### src/logic/bxm_defines.svh
`ifndef BXM_DEFINES_SVH
`define BXM_DEFINES_SVH

// Register offsets on the plain register port
`define BXM_REG_A 4'h0
`define BXM_REG_B 4'h1
`define BXM_REG_CMD 4'h2
`define BXM_REG_STAT 4'h3
`define BXM_REG_BASE1 4'h4
`define BXM_REG_BASE2 4'h5

// Field positions
`define BXM_CMD_OP 3:0
`define BXM_CMD_LEN 7:4
`define BXM_STAT_BUSY 0
`define BXM_STAT_DC 1
`define BXM_STAT_SE 7:4

// Reset values and mantissa word offset
`define BXM_BASE1_RST 16'h0010
`define BXM_BASE2_RST 16'h0014
`define BXM_MANT_OFS 16'h0001

// Counts
`define BXM_NRM_MAX 5'h0C
`define BXM_FDV_MAX 4'hF
`define BXM_MPY_STEPS 5'h10
`define BXM_LD_LAST 3'h5
`define BXM_WB_LAST 2'h2

`endif

### src/logic/bxm_pkg.sv
package bxm_pkg;

  // Operation codes as written to the command register
  typedef enum logic [3:0]
  {
    block_zero_op,
    block_move_op,
    multi_right_shift_first,
    multi_right_shift_second,
    single_left_shift_second,
    single_right_shift_first,
    normalise_op,
    tens_complement_op,
    fast_multiply_op,
    fast_divide_op,
    booth_multiply_op
  } bxm_op_t;

  // Sequencer states
  typedef enum logic [3:0]
  {
    st_idle,
    st_zero,
    st_mv_rd,
    st_mv_wait,
    st_mv_wr,
    st_ld_rd,
    st_ld_wait,
    st_ld_cap,
    st_exec,
    st_wb
  } bxm_state_t;

endpackage : bxm_pkg

### src/logic/bxm_unit.sv
// Behaviour
// RQ1 - Block zero writes zero to N words from address in A, N 1..16
// RQ2 - Block move copies N words from A onwards to B onwards, ascending
// RQ3 - Multi right shift of first operand, count from B bits 0-3
// RQ4 - First shift inserts A bits 0-3 at top digit, later shifts zero
// RQ5 - Last digit out lands in A bits 0-3, A upper and carry cleared
// RQ6 - After any mantissa shift, shift extend equals A bits 0-3; normalise leaves shift extend and A unchanged
// RQ7 - Multi right shift of second operand behaves like the first one
// RQ8 - Single left shift of second: A into digit 12, digit 1 to A
// RQ9 - Single right shift of first: zero in, digit 12 to A
// RQ10 - Normalise shifts second left until top digit nonzero, max twelve
// RQ11 - Shift count to B bits 0-3; carry set only when count is twelve
// RQ12 - Complement replaces first mantissa with ten's complement, clears carry
// RQ13 - Fast multiply adds first into second B times, carry enters once
// RQ14 - Carry cleared after overflows; overflow count returned in A
// RQ15 - Only mantissa words are touched, sign and exponent left alone
// RQ16 - Booth signed multiply of A and B, high half B, low half A
// RQ17 - Fast divide adds first plus carry into second until overflow; code also stops after fifteen additions without overflow
// RQ18 - Additions without overflow go to B bits 0-3, carry cleared
// RQ19 - Mantissa is twelve BCD digits, digit one most significant
`timescale 1ns/10ps
`include "bxm_defines.svh"

module bxm_unit
  import bxm_pkg::*;
(
  // Clock, reset and enable
  input wire logic clk,
  input wire logic nrst,
  input wire logic ce,
  // Register port
  input wire logic [3:0] reg_addr,
  input wire logic [15:0] reg_wdata,
  input wire logic reg_wr,
  input wire logic reg_rd,
  output logic [15:0] reg_rdata,
  // System memory bus
  output logic [15:0] mem_addr,
  output logic [15:0] mem_wdata,
  output logic mem_wr,
  output logic mem_rd,
  input wire logic [15:0] mem_rdata,
  // Status
  output logic busy,
  output logic done
);

  // Architectural and working state
  bxm_state_t state;
  bxm_op_t op;
  logic [15:0] a;
  logic [15:0] b;
  logic dc;
  logic [3:0] se;
  logic [15:0] base1;
  logic [15:0] base2;
  logic [0:2][15:0] ar1;
  logic [0:2][15:0] ar2;
  logic [3:0] blk_len;
  logic [3:0] blk_idx;
  logic [2:0] ld_idx;
  logic [1:0] wb_idx;
  logic [4:0] cnt;
  logic [3:0] ovf;
  logic first;
  logic [33:0] booth;

  // Combinational helpers
  logic tgt_first;
  logic [47:0] cur_m;
  logic [47:0] nines1;
  logic [47:0] add_x;
  logic [47:0] add_y;
  logic add_cin;
  logic [47:0] add_sum;
  logic [12:0] add_c;
  logic [1:0] ld_word;
  logic [16:0] booth_up;
  logic [33:0] next_booth;
  logic cmd_ok;

  // Operand that a shift or complement works on
  assign tgt_first = (op == multi_right_shift_first) ||
                     (op == single_right_shift_first) ||
                     (op == tens_complement_op);
  assign cur_m = tgt_first ? ar1 : ar2;
  assign ld_word = (ld_idx < 3'h3) ? ld_idx[1:0] : 2'(ld_idx - 3'h3);
  assign cmd_ok = reg_wdata[`BXM_CMD_OP] <= 4'(booth_multiply_op);

  // Decimal adder, digit 12 in the low nibble, carry ripples upward
  assign add_c[0] = add_cin;
  for (genvar g = 0; g < 12; g++)
  begin : g_dig
    logic [4:0] raw;
    // Word 2 holds digits 9-12, so low nibbles come from the last word
    assign nines1[4*g +: 4] = 4'h9 - ar1[2 - g / 4][4*(g % 4) +: 4];
    assign raw = {1'b0, add_x[4*g +: 4]} + {1'b0, add_y[4*g +: 4]} +
                 {4'h0, add_c[g]};
    assign add_c[g+1] = raw > 5'h09; // RQ19
    assign add_sum[4*g +: 4] = add_c[g+1] ? 4'(raw + 5'h06) : raw[3:0];
  end

  // Adder operands: nines plus one for complement, else second plus first
  always_comb
  begin
    if (op == tens_complement_op)
    begin
      add_x = nines1; // RQ12
      add_y = 48'h0;
      add_cin = 1'b1;
    end
    else
    begin
      add_x = ar2;
      add_y = ar1;
      add_cin = dc; // RQ13 RQ17
    end
  end

  // One radix-2 Booth step: add or subtract B, then arithmetic shift
  always_comb
  begin
    case (booth[1:0])
      2'b01: booth_up = booth[33:17] + {b[15], b};
      2'b10: booth_up = booth[33:17] - {b[15], b};
      default: booth_up = booth[33:17];
    endcase
    next_booth = {booth_up[16], booth_up, booth[16:1]}; // RQ16
  end

  // Sequencer and datapath; software writes land only while idle
  always_ff @(posedge clk or negedge nrst)
  begin
    if (!nrst)
    begin
      state <= st_idle;
      op <= block_zero_op;
      a <= 16'h0000;
      b <= 16'h0000;
      dc <= 1'b0;
      se <= 4'h0;
      base1 <= `BXM_BASE1_RST;
      base2 <= `BXM_BASE2_RST;
      ar1 <= 48'h0;
      ar2 <= 48'h0;
      blk_len <= 4'h0;
      blk_idx <= 4'h0;
      ld_idx <= 3'h0;
      wb_idx <= 2'h0;
      cnt <= 5'h00;
      ovf <= 4'h0;
      first <= 1'b0;
      booth <= 34'h0;
      busy <= 1'b0;
      done <= 1'b0;
    end
    else if (ce)
    begin
      done <= 1'b0;
      case (state)
        st_idle:
        begin
          if (reg_wr)
          begin
            case (reg_addr)
              `BXM_REG_A: a <= reg_wdata;
              `BXM_REG_B: b <= reg_wdata;
              `BXM_REG_STAT:
              begin
                dc <= reg_wdata[`BXM_STAT_DC];
                se <= reg_wdata[`BXM_STAT_SE];
              end
              `BXM_REG_BASE1: base1 <= reg_wdata;
              `BXM_REG_BASE2: base2 <= reg_wdata;
              `BXM_REG_CMD:
              begin
                if (cmd_ok)
                begin
                  op <= bxm_op_t'(reg_wdata[`BXM_CMD_OP]);
                  blk_len <= reg_wdata[`BXM_CMD_LEN];
                  blk_idx <= 4'h0;
                  ld_idx <= 3'h0;
                  wb_idx <= 2'h0;
                  ovf <= 4'h0;
                  first <= 1'b1;
                  busy <= 1'b1;
                  booth <= {17'h0, a, 1'b0};
                  case (bxm_op_t'(reg_wdata[`BXM_CMD_OP]))
                    block_zero_op: state <= st_zero;
                    block_move_op: state <= st_mv_rd;
                    booth_multiply_op:
                    begin
                      cnt <= `BXM_MPY_STEPS;
                      state <= st_exec;
                    end
                    normalise_op:
                    begin
                      cnt <= 5'h00;
                      state <= st_ld_rd;
                    end
                    default:
                    begin
                      cnt <= {1'b0, b[3:0]}; // RQ3 RQ7 RQ13
                      state <= st_ld_rd;
                    end
                  endcase
                end
              end
              default: ;
            endcase
          end
        end
        // One zero write per cycle, ascending
        st_zero:
        begin
          blk_idx <= 4'(blk_idx + 4'h1); // RQ1
          if (blk_idx == blk_len)
          begin
            state <= st_idle;
            busy <= 1'b0;
            done <= 1'b1;
          end
        end
        st_mv_rd: state <= st_mv_wait;
        st_mv_wait: state <= st_mv_wr;
        // Word read two cycles ago is written out now
        st_mv_wr:
        begin
          blk_idx <= 4'(blk_idx + 4'h1); // RQ2
          if (blk_idx == blk_len)
          begin
            state <= st_idle;
            busy <= 1'b0;
            done <= 1'b1;
          end
          else
            state <= st_mv_rd;
        end
        st_ld_rd: state <= st_ld_wait;
        st_ld_wait: state <= st_ld_cap;
        // Capture one mantissa word, first operand then second
        st_ld_cap:
        begin
          if (ld_idx < 3'h3)
            ar1[ld_word] <= mem_rdata;
          else
            ar2[ld_word] <= mem_rdata;
          ld_idx <= 3'(ld_idx + 3'h1);
          state <= (ld_idx == `BXM_LD_LAST) ? st_exec : st_ld_rd;
        end
        st_exec:
        begin
          state <= st_wb;
          case (op)
            multi_right_shift_first, multi_right_shift_second:
            begin
              if (cnt == 5'h00)
                se <= a[3:0]; // RQ6
              else
              begin
                if (tgt_first)
                  ar1 <= {first ? a[3:0] : 4'h0, cur_m[47:4]}; // RQ4
                else
                  ar2 <= {first ? a[3:0] : 4'h0, cur_m[47:4]}; // RQ7
                first <= 1'b0;
                cnt <= 5'(cnt - 5'h01);
                if (cnt == 5'h01)
                begin
                  a <= {12'h000, cur_m[3:0]}; // RQ5
                  dc <= 1'b0;
                  se <= cur_m[3:0]; // RQ6
                end
                else
                  state <= st_exec;
              end
            end
            single_left_shift_second:
            begin
              ar2 <= {cur_m[43:0], a[3:0]}; // RQ8
              a <= {12'h000, cur_m[47:44]};
              dc <= 1'b0;
              se <= cur_m[47:44]; // RQ6
            end
            single_right_shift_first:
            begin
              ar1 <= {4'h0, cur_m[47:4]}; // RQ9
              a <= {12'h000, cur_m[3:0]};
              dc <= 1'b0;
              se <= cur_m[3:0]; // RQ6
            end
            normalise_op:
            begin
              if (cur_m[47:44] != 4'h0 || cnt == `BXM_NRM_MAX)
              begin
                b <= {12'h000, cnt[3:0]}; // RQ11
                dc <= (cnt == `BXM_NRM_MAX);
              end
              else
              begin
                ar2 <= {cur_m[43:0], 4'h0}; // RQ10
                cnt <= 5'(cnt + 5'h01);
                state <= st_exec;
              end
            end
            tens_complement_op:
            begin
              ar1 <= add_sum; // RQ12
              dc <= 1'b0;
            end
            fast_multiply_op:
            begin
              dc <= 1'b0; // RQ14
              if (cnt == 5'h00)
                a <= {12'h000, ovf}; // RQ14
              else
              begin
                ar2 <= add_sum; // RQ13
                if (add_c[12])
                  ovf <= 4'(ovf + 4'h1);
                cnt <= 5'(cnt - 5'h01);
                state <= st_exec;
              end
            end
            fast_divide_op:
            begin
              ar2 <= add_sum; // RQ17
              if (add_c[12])
              begin
                b <= {12'h000, ovf}; // RQ18
                dc <= 1'b0;
              end
              else if (4'(ovf + 4'h1) == `BXM_FDV_MAX)
              begin
                b <= {12'h000, `BXM_FDV_MAX};
                dc <= 1'b0;
              end
              else
              begin
                ovf <= 4'(ovf + 4'h1);
                state <= st_exec;
              end
            end
            booth_multiply_op:
            begin
              booth <= next_booth;
              cnt <= 5'(cnt - 5'h01);
              if (cnt == 5'h01)
              begin
                b <= next_booth[32:17]; // RQ16
                a <= next_booth[16:1];
                state <= st_idle;
                busy <= 1'b0;
                done <= 1'b1;
              end
              else
                state <= st_exec;
            end
            default: state <= st_idle;
          endcase
        end
        // Three mantissa words of the changed operand go back
        st_wb:
        begin
          wb_idx <= 2'(wb_idx + 2'h1);
          if (wb_idx == `BXM_WB_LAST)
          begin
            state <= st_idle;
            busy <= 1'b0;
            done <= 1'b1;
          end
        end
        default: state <= st_idle;
      endcase
    end
  end

  // Memory bus strobes, one cycle each, driven from the sequencer state
  always_ff @(posedge clk or negedge nrst)
  begin
    if (!nrst)
    begin
      mem_addr <= 16'h0000;
      mem_wdata <= 16'h0000;
      mem_wr <= 1'b0;
      mem_rd <= 1'b0;
    end
    else if (ce)
    begin
      mem_wr <= 1'b0;
      mem_rd <= 1'b0;
      case (state)
        st_zero:
        begin
          mem_wr <= 1'b1;
          mem_addr <= 16'(a + {12'h000, blk_idx}); // RQ1
          mem_wdata <= 16'h0000;
        end
        st_mv_rd:
        begin
          mem_rd <= 1'b1;
          mem_addr <= 16'(a + {12'h000, blk_idx}); // RQ2
        end
        st_mv_wr:
        begin
          mem_wr <= 1'b1;
          mem_addr <= 16'(b + {12'h000, blk_idx}); // RQ2
          mem_wdata <= mem_rdata;
        end
        st_ld_rd:
        begin
          mem_rd <= 1'b1;
          mem_addr <= 16'(((ld_idx < 3'h3) ? base1 : base2) +
                      `BXM_MANT_OFS + {14'h0000, ld_word}); // RQ15
        end
        st_wb:
        begin
          mem_wr <= 1'b1;
          mem_addr <= 16'((tgt_first ? base1 : base2) +
                      `BXM_MANT_OFS + {14'h0000, wb_idx}); // RQ15
          mem_wdata <= tgt_first ? ar1[wb_idx] : ar2[wb_idx];
        end
        default: ;
      endcase
    end
  end

  // Register read data, valid only in the cycle after the read strobe
  always_ff @(posedge clk or negedge nrst)
  begin
    if (!nrst)
      reg_rdata <= 16'h0000;
    else if (ce)
    begin
      reg_rdata <= 16'h0000;
      if (reg_rd)
      begin
        case (reg_addr)
          `BXM_REG_A: reg_rdata <= a;
          `BXM_REG_B: reg_rdata <= b;
          `BXM_REG_CMD: reg_rdata <= {8'h00, blk_len, 4'(op)};
          `BXM_REG_STAT: reg_rdata <= {8'h00, se, 2'b00, dc, busy};
          `BXM_REG_BASE1: reg_rdata <= base1;
          `BXM_REG_BASE2: reg_rdata <= base2;
          default: reg_rdata <= 16'h0000;
        endcase
      end
    end
  end

endmodule : bxm_unit

### config.mk
export PLATFORM = sky130hd
export DESIGN_NAME = bxm_unit
export DESIGN_NICKNAME = d
export VERILOG_FILES = /design/src/logic/bxm_pkg.sv /design/src/logic/bxm_unit.sv
export VERILOG_INCLUDE_DIRS = /design/src /design/src/logic
export SDC_FILE = /design/constraint.sdc
export NUM_CORES = 1
export LEC_CHECK = 0
export BUFFER_PORTS_ARGS = -buffer_cell sky130_fd_sc_hd__buf_2
export CAP_MARGIN = 20
export CORE_UTILIZATION = 48
export CTS_BUF_LIST = sky130_fd_sc_hd__clkbuf_4
export DETAILED_ROUTE_END_ITERATION = 10
export GPL_TIMING_DRIVEN = 1
export PLACE_DENSITY = 0.72
export SKIP_CTS_REPAIR_TIMING = 1
export SLEW_MARGIN = 15
export SYNTH_ARGS = -nofsm -noshare
export SYNTH_HDL_FRONTEND = slang
export SYNTH_SLANG_ARGS = --single-unit
### constraint.sdc
create_clock -name clk -period 35.4 [get_ports clk]
set_clock_uncertainty 0.2 [all_clocks]
set_input_delay 3.54 -clock clk [delete_from_list [all_inputs] [get_ports clk]]
set_output_delay 3.54 -clock clk [all_outputs]
set_load 0.02 [all_outputs]
# Yosys cells after proc, flatten, opt, wreduce, memory -nomap -nowiden
# Index checks and enable logic that the tools add are counted.
# word_totals
reg_bits,282
latchBits,0
ramBits,0
romBits,0
out_inout_bits,52
n_memories,0
# classes
addsub,63
multipliers,0
div_mod_pow,0
magnitude_cmp,17
eq_ne,73
shifts,0
mux,144
bitwise,2
reduce_logical,46
# ops
cell,count
2-to-1 mux 48 bit,11
2-to-1 mux 16 bit,21
case mux 48 bit (5 select lines),1
case mux 48 bit (2 select lines),2
case mux 48 bit (3 select lines),1
2-to-1 mux 34 bit,4
2-to-1 mux 4 bit,31
bitwise mux 48 bit,2
case mux 16 bit (3 select lines),2
case mux 16 bit (6 select lines),1
case mux 16 bit (5 select lines),1
case mux 34 bit (2 select lines),1
binary-select mux 16 bit (select 2 bit),2
case mux 16 bit (2 select lines),2
case mux 16 bit (4 select lines),1
adder 4 x 4 -> 5 bit,12
adder 5 x 1 -> 5 bit,12
"> comparator 5 x 4 -> 1 bit, second input constant",12
"adder 4 x 3 -> 4 bit, second input constant",12
"subtractor 4 bit, first input constant",12
"== test 4 x 3 -> 1 bit, second input constant",11
case mux 4 bit (10 select lines),1
"!= test 3 bit, second input constant",13
AND reduction 9 bit,4
other kinds (67),173

# Longest topological paths before layout
# depth
depth_word,31
depth_mapped,100

# Worst setup path before layout
# OpenSTA, ideal clock, no wires.
# synth_path
kind,register to register
startpoint,register op[3]
endpoint,register b[10]
setup_ns,0.125
t_arrival_ns,18.776
t_required_ns,35.075
slack_ns,16.300
stages_incl_launch_ff,98
n_path_buf,7
synth_period_minus_slack_ns,19.100
path_cell_list,dfrtp_1 -> buf_2 -> nand2b_1 -> clkbuf_1 -> clkbuf_1 -> nor2_1 -> clkbuf_1 -> buf_1 -> buf_1 -> o21ai_0 -> fa_1 -> inv_1 -> fa_1 -> inv_1 -> and2_1 -> o21ai_0 -> fa_1 -> inv_1 -> [... 62 more ...] -> inv_1 -> fa_1 -> inv_1 -> a21o_1 -> a21oi_1 -> a21boi_0 -> inv_1 -> fa_1 -> inv_1 -> fa_1 -> nor2b_1 -> o21ai_0 -> o311a_1 -> a21boi_0 -> a32oi_1 -> o21bai_1 -> buf_2 -> mux2_2
# synth_between
elab_chain_cells,30
word_cells_on_any_way,58
# synth_rtl
element,line,text
start: declaration,bxm_unit.sv:50,bxm_op_t op;
start signal: assignment,bxm_unit.sv:137,op <= block_zero_op;
start signal: assignment,bxm_unit.sv:179,op <= bxm_op_t'(reg_wdata[`BXM_CMD_OP]);
== test 4 x 3 -> 1 bit,"bxm_unit.sv:85, bxm_unit.sv:106",
2-to-1 mux 48 bit,bxm_unit.sv:106,if (op == tens_complement_op)
adder 4 x 4 -> 5 bit,bxm_unit.sv:97,"assign raw = {1'b0, add_x[4*g +: 4]} + {1'b0, add_y[4*g +: 4]} +"
adder 5 x 1 -> 5 bit,bxm_unit.sv:97,
> comparator 5 x 4 -> 1 bit,bxm_unit.sv:99,assign add_c[g+1] = raw > 5'h09;
adder 5 x 1 -> 5 bit,bxm_unit.sv:97,
> comparator 5 x 4 -> 1 bit,bxm_unit.sv:99,
adder 5 x 1 -> 5 bit,bxm_unit.sv:97,
[... 14 more ...],--,
> comparator 5 x 4 -> 1 bit,bxm_unit.sv:99,
adder 5 x 1 -> 5 bit,bxm_unit.sv:97,
> comparator 5 x 4 -> 1 bit,bxm_unit.sv:99,
adder 5 x 1 -> 5 bit,bxm_unit.sv:97,
> comparator 5 x 4 -> 1 bit,bxm_unit.sv:99,
2-to-1 mux 16 bit,bxm_unit.sv:327,if (add_c[12])
case mux 16 bit (3 select lines),bxm_unit.sv:254,case (op)
case mux 16 bit (2 select lines),bxm_unit.sv:160,case (state)
end signal: assignment,bxm_unit.sv:167,`BXM_REG_B: b <= reg_wdata;
end signal: assignment,bxm_unit.sv:329,"b <= {12'h000, ovf};"
end signal: assignment,bxm_unit.sv:334,"b <= {12'h000, `BXM_FDV_MAX};"
end: declaration,bxm_unit.sv:52,logic [15:0] b;
# Several ways; a longest one is shown, not always the timed one.
# A chain may end at the register's enable or synchronous reset.

# Worst setup path after layout
# layout_path
startpoint,register op[1]
endpoint,register b[10]
# Same word-level chain as after synthesis.

==> impl_metrics.ini <==
[cts]
cts_tree = yes
numCtsBuffers = 83
ctsLongestPathBuffers = 3
cts_sinks = 281
path_clk_slew_ns = 0.08
clk_latency_ns = 0.91
cts-root-buf = clkbuf_4
h-tree-depth = 3

[timing]
max_slew_margin = 0.2563
slew_violations = 0
tightest_slew_ns = 1.113
hold_viol = 0
worst_slack_ns = 13.76
min_period_over_period = 0.6114
fmax_mhz = 46.20
fin_crit_ns = 21.64
fin_tns_setup_ns = 0
rsz0062_at_grt = false
setup_viol_count_final = 0

[hold_path]
hp-start = mem_wdata[3]$_DFFE_PN0P_
hold_class = reg -> reg
min_path_cells = 2

[setup_path]
r2r_cells = 93
crit_top_cell = fa_1
crit_buf_inv = 24
cpMaxStageDelayCell = dfrtp_1
crit_path_end_kind = register
critPathKind = reg -> reg
path_depth = 93
critPathTopFamily = compound AO/OA/AOI/OAI gates
crit_start = op[1]$_DFFE_PN0P_
slowest_delay_ns = 0.72
start_kind = register
r2r-start = op[1]$_DFFE_PN0P_
crit_required_ns = 35.97
cp.arrival_ns = 22.21
cp_max_fo = 73

[floorplanning]
dieArea_um2 = 49740
core_um2 = 47950
io_pins = 93
fp.dieW_um = 223.0
placementRows = 80
initial_core_util = 0.4891
die_h_um = 223.0

[logic_synthesis]
synth_nets = 3117
ys_types = 86
synth_area_um2 = 23450
yosysTopAreaCell = dfrtp_1
synth_edf_count = 0
synthCells = 2952
avgSynthCellArea_um2 = 7.944
ys_warn_count = 0
synthArstFlopShare = 1.000
synth-seq-cells = 281
synth_area_leaders = dfrtp_1, o21ai_0, a21oi_1
yosysTopAreaCellShare = 0.2966
ys_seq_area_frac = 0.3000
dominantRegCellSynth = dfrtp_1

[route]
drc = 0
wirelength_um = 87810
dr.first_iter.drc_count = 3007
vias = 24572
avgViaCountPerCell = 6.738
first_pass_iters = 6
ant_nets = 0
post_drt_wl_per_cell_um = 24.08

[global_routing]
grt_pass1_vias = 23882
grt_overflow = 0
grt_start_max_net_pins = 87
antenna_found_initial = 5
grt_usage = 0.3483
grt_pass1_wl_um = 135400

[cells_and_area]
final_cell_mix = nand2_1, nor2_1, dfrtp_1
fin_nets = 3127
syn_to_final_growth_pct = 8.675
drive_above_1_share = 0.1269
mostFrequentLayoutCell = nand2_1

[placement]
port_buffers = 92
dp_slack_ns = 13.71
place.detailed.hpwl_um = 60180
place_congestion = 0.9722

[outcome]
status = complete, no violations

[run]
drv_cap = 0

[power_and_ir_drop]
powerDensity_nw_per_um2 = 85.26
peakVddDrop_mv = 0.04628
finalPower_mw = 2.173
leakagePower_nw = 11.39
-- kinds of logic (layout without fill, tap and decap cells) --
family	count (synthesis)	after routing	share of synthesized area
flip-flops	281	281	0.3000
other	0	7	0
AO/OA/AOI/OAI	1083	1083	0.3011
buffers and inverters	361	434	0.05896
multiplexers	118	118	0.05319
AND/OR/NAND/NOR	869	869	0.1683
adder cells (fa/ha/maj)	124	124	0.07512
XOR/XNOR	116	116	0.04332
-- worst register-to-register path, delay by kind of cell, from the launching register on --
kind	cells	cell delay [ns]
compound gates	33	8.61
xor+xnor	1	0.16
fa+ha+maj	23	7.48
buf+inv	24	2.48
flops	1	0.72
mux	1	0.36
simple gates	11	1.54
-- cell type report --
class                      instances  area (um2)
inverter                         136       510.5
tap                              615       769.5
sequential                       281        7037
clock buffer                     125       938.4
clock inverter                    23       137.6
timing repair buffer             150       942.2
antenna                            7       17.52
fill                            4546       22460
multi-input combinational       2310       15130
-- worst paths after layout --
path / endpoint / slack [ns]
worst max-delay path: b[10]$_DFFE_PN0P_ / 13.76
worst min-delay path: mem_wdata[3]$_DFFE_PN0P_ / 0.27
worst max register to register: b[10]$_DFFE_PN0P_ / 13.76
worst min register to register: mem_wdata[3]$_DFFE_PN0P_ / 0.27
max in group asynchronous: ar2[23]$_DFFE_PN0P_ / 30.41
min in group asynchronous: booth[30]$_DFFE_PN0P_ / 2.37
-- Yosys cell counts (all sizes together) (15+ instances only) --
| library cell | number |
|---|---|
| a22oi | 42 |
| buf | 39 |
| nand3 | 45 |
| nor2b | 51 |
| a31oi | 38 |
| a211oi | 15 |
| a2bb2oi | 26 |
| nor2 | 282 |
| nand2 | 331 |
| o221ai | 66 |
| a32oi | 15 |
| o21ai | 272 |
| o22ai | 87 |
| a21oi | 256 |
| xor2 | 48 |
| ha | 96 |
| mux2 | 53 |
| a22o | 43 |
| fa | 28 |
| nand2b | 17 |
| a21boi | 15 |
| dfrtp | 278 |
| clkbuf | 186 |
| xnor2 | 68 |
| a21o | 42 |
| nor3 | 34 |
| a221oi | 39 |
| mux2i | 65 |
| inv | 134 |
-- where the power goes --
group	internal (mW)	switching, mW	leakage [nW]
Sequential	0.420	0.168	3.68
Combinational	0.457	0.796	7.07
Clock	0.169	0.163	0.636
Total	1.05	1.13	11.4
-- stage by stage --
stage | utilization | hold slack [ns] | instances | cell area [um2]
2_1_floorplan | - | 0.2677 | 2952 | 23450
3_3_place_gp | 0.5072 | 0.2615 | 3487 | 24320
3_5_place_dp | 0.5072 | 0.2648 | 3487 | 24320
4_1_cts | 0.5296 | 0.2787 | 3635 | 25390
5_1_grt | 0.5314 | 0.3123 | 3645 | 25480
6_report | 0.5316 | 0.2749 | 3647 | 25490
-- registers in the layout, indices dropped and copies added (netlist names), 2 cells and up --
| register | count |
|---|---|
| a | 16 |
| ar1 | 48 |
| ar2 | 48 |
| b | 16 |
| base1 | 16 |
| base2 | 16 |
| blk_idx | 4 |
| blk_len | 4 |
| booth | 33 |
| cnt | 5 |
| ld_idx | 3 |
| mem_addr | 16 |
| mem_wdata | 16 |
| op | 4 |
| ovf | 4 |
| reg_rdata | 16 |
| se | 4 |
| state | 4 |
| wb_idx | 2 |
-- metal layers --
layer | track usage | share of wire | vias to the layer above
met5 | 0 | 0.00015 | -
met4 | 0.2412 | 0.072 | 2
met3 | 0.08139 | 0.10 | 446
met2 | 0.5667 | 0.46 | 1619
met1 | 0.4070 | 0.36 | 11620
li1 | - | - | 10885
(Power assumes the default switching activity.)
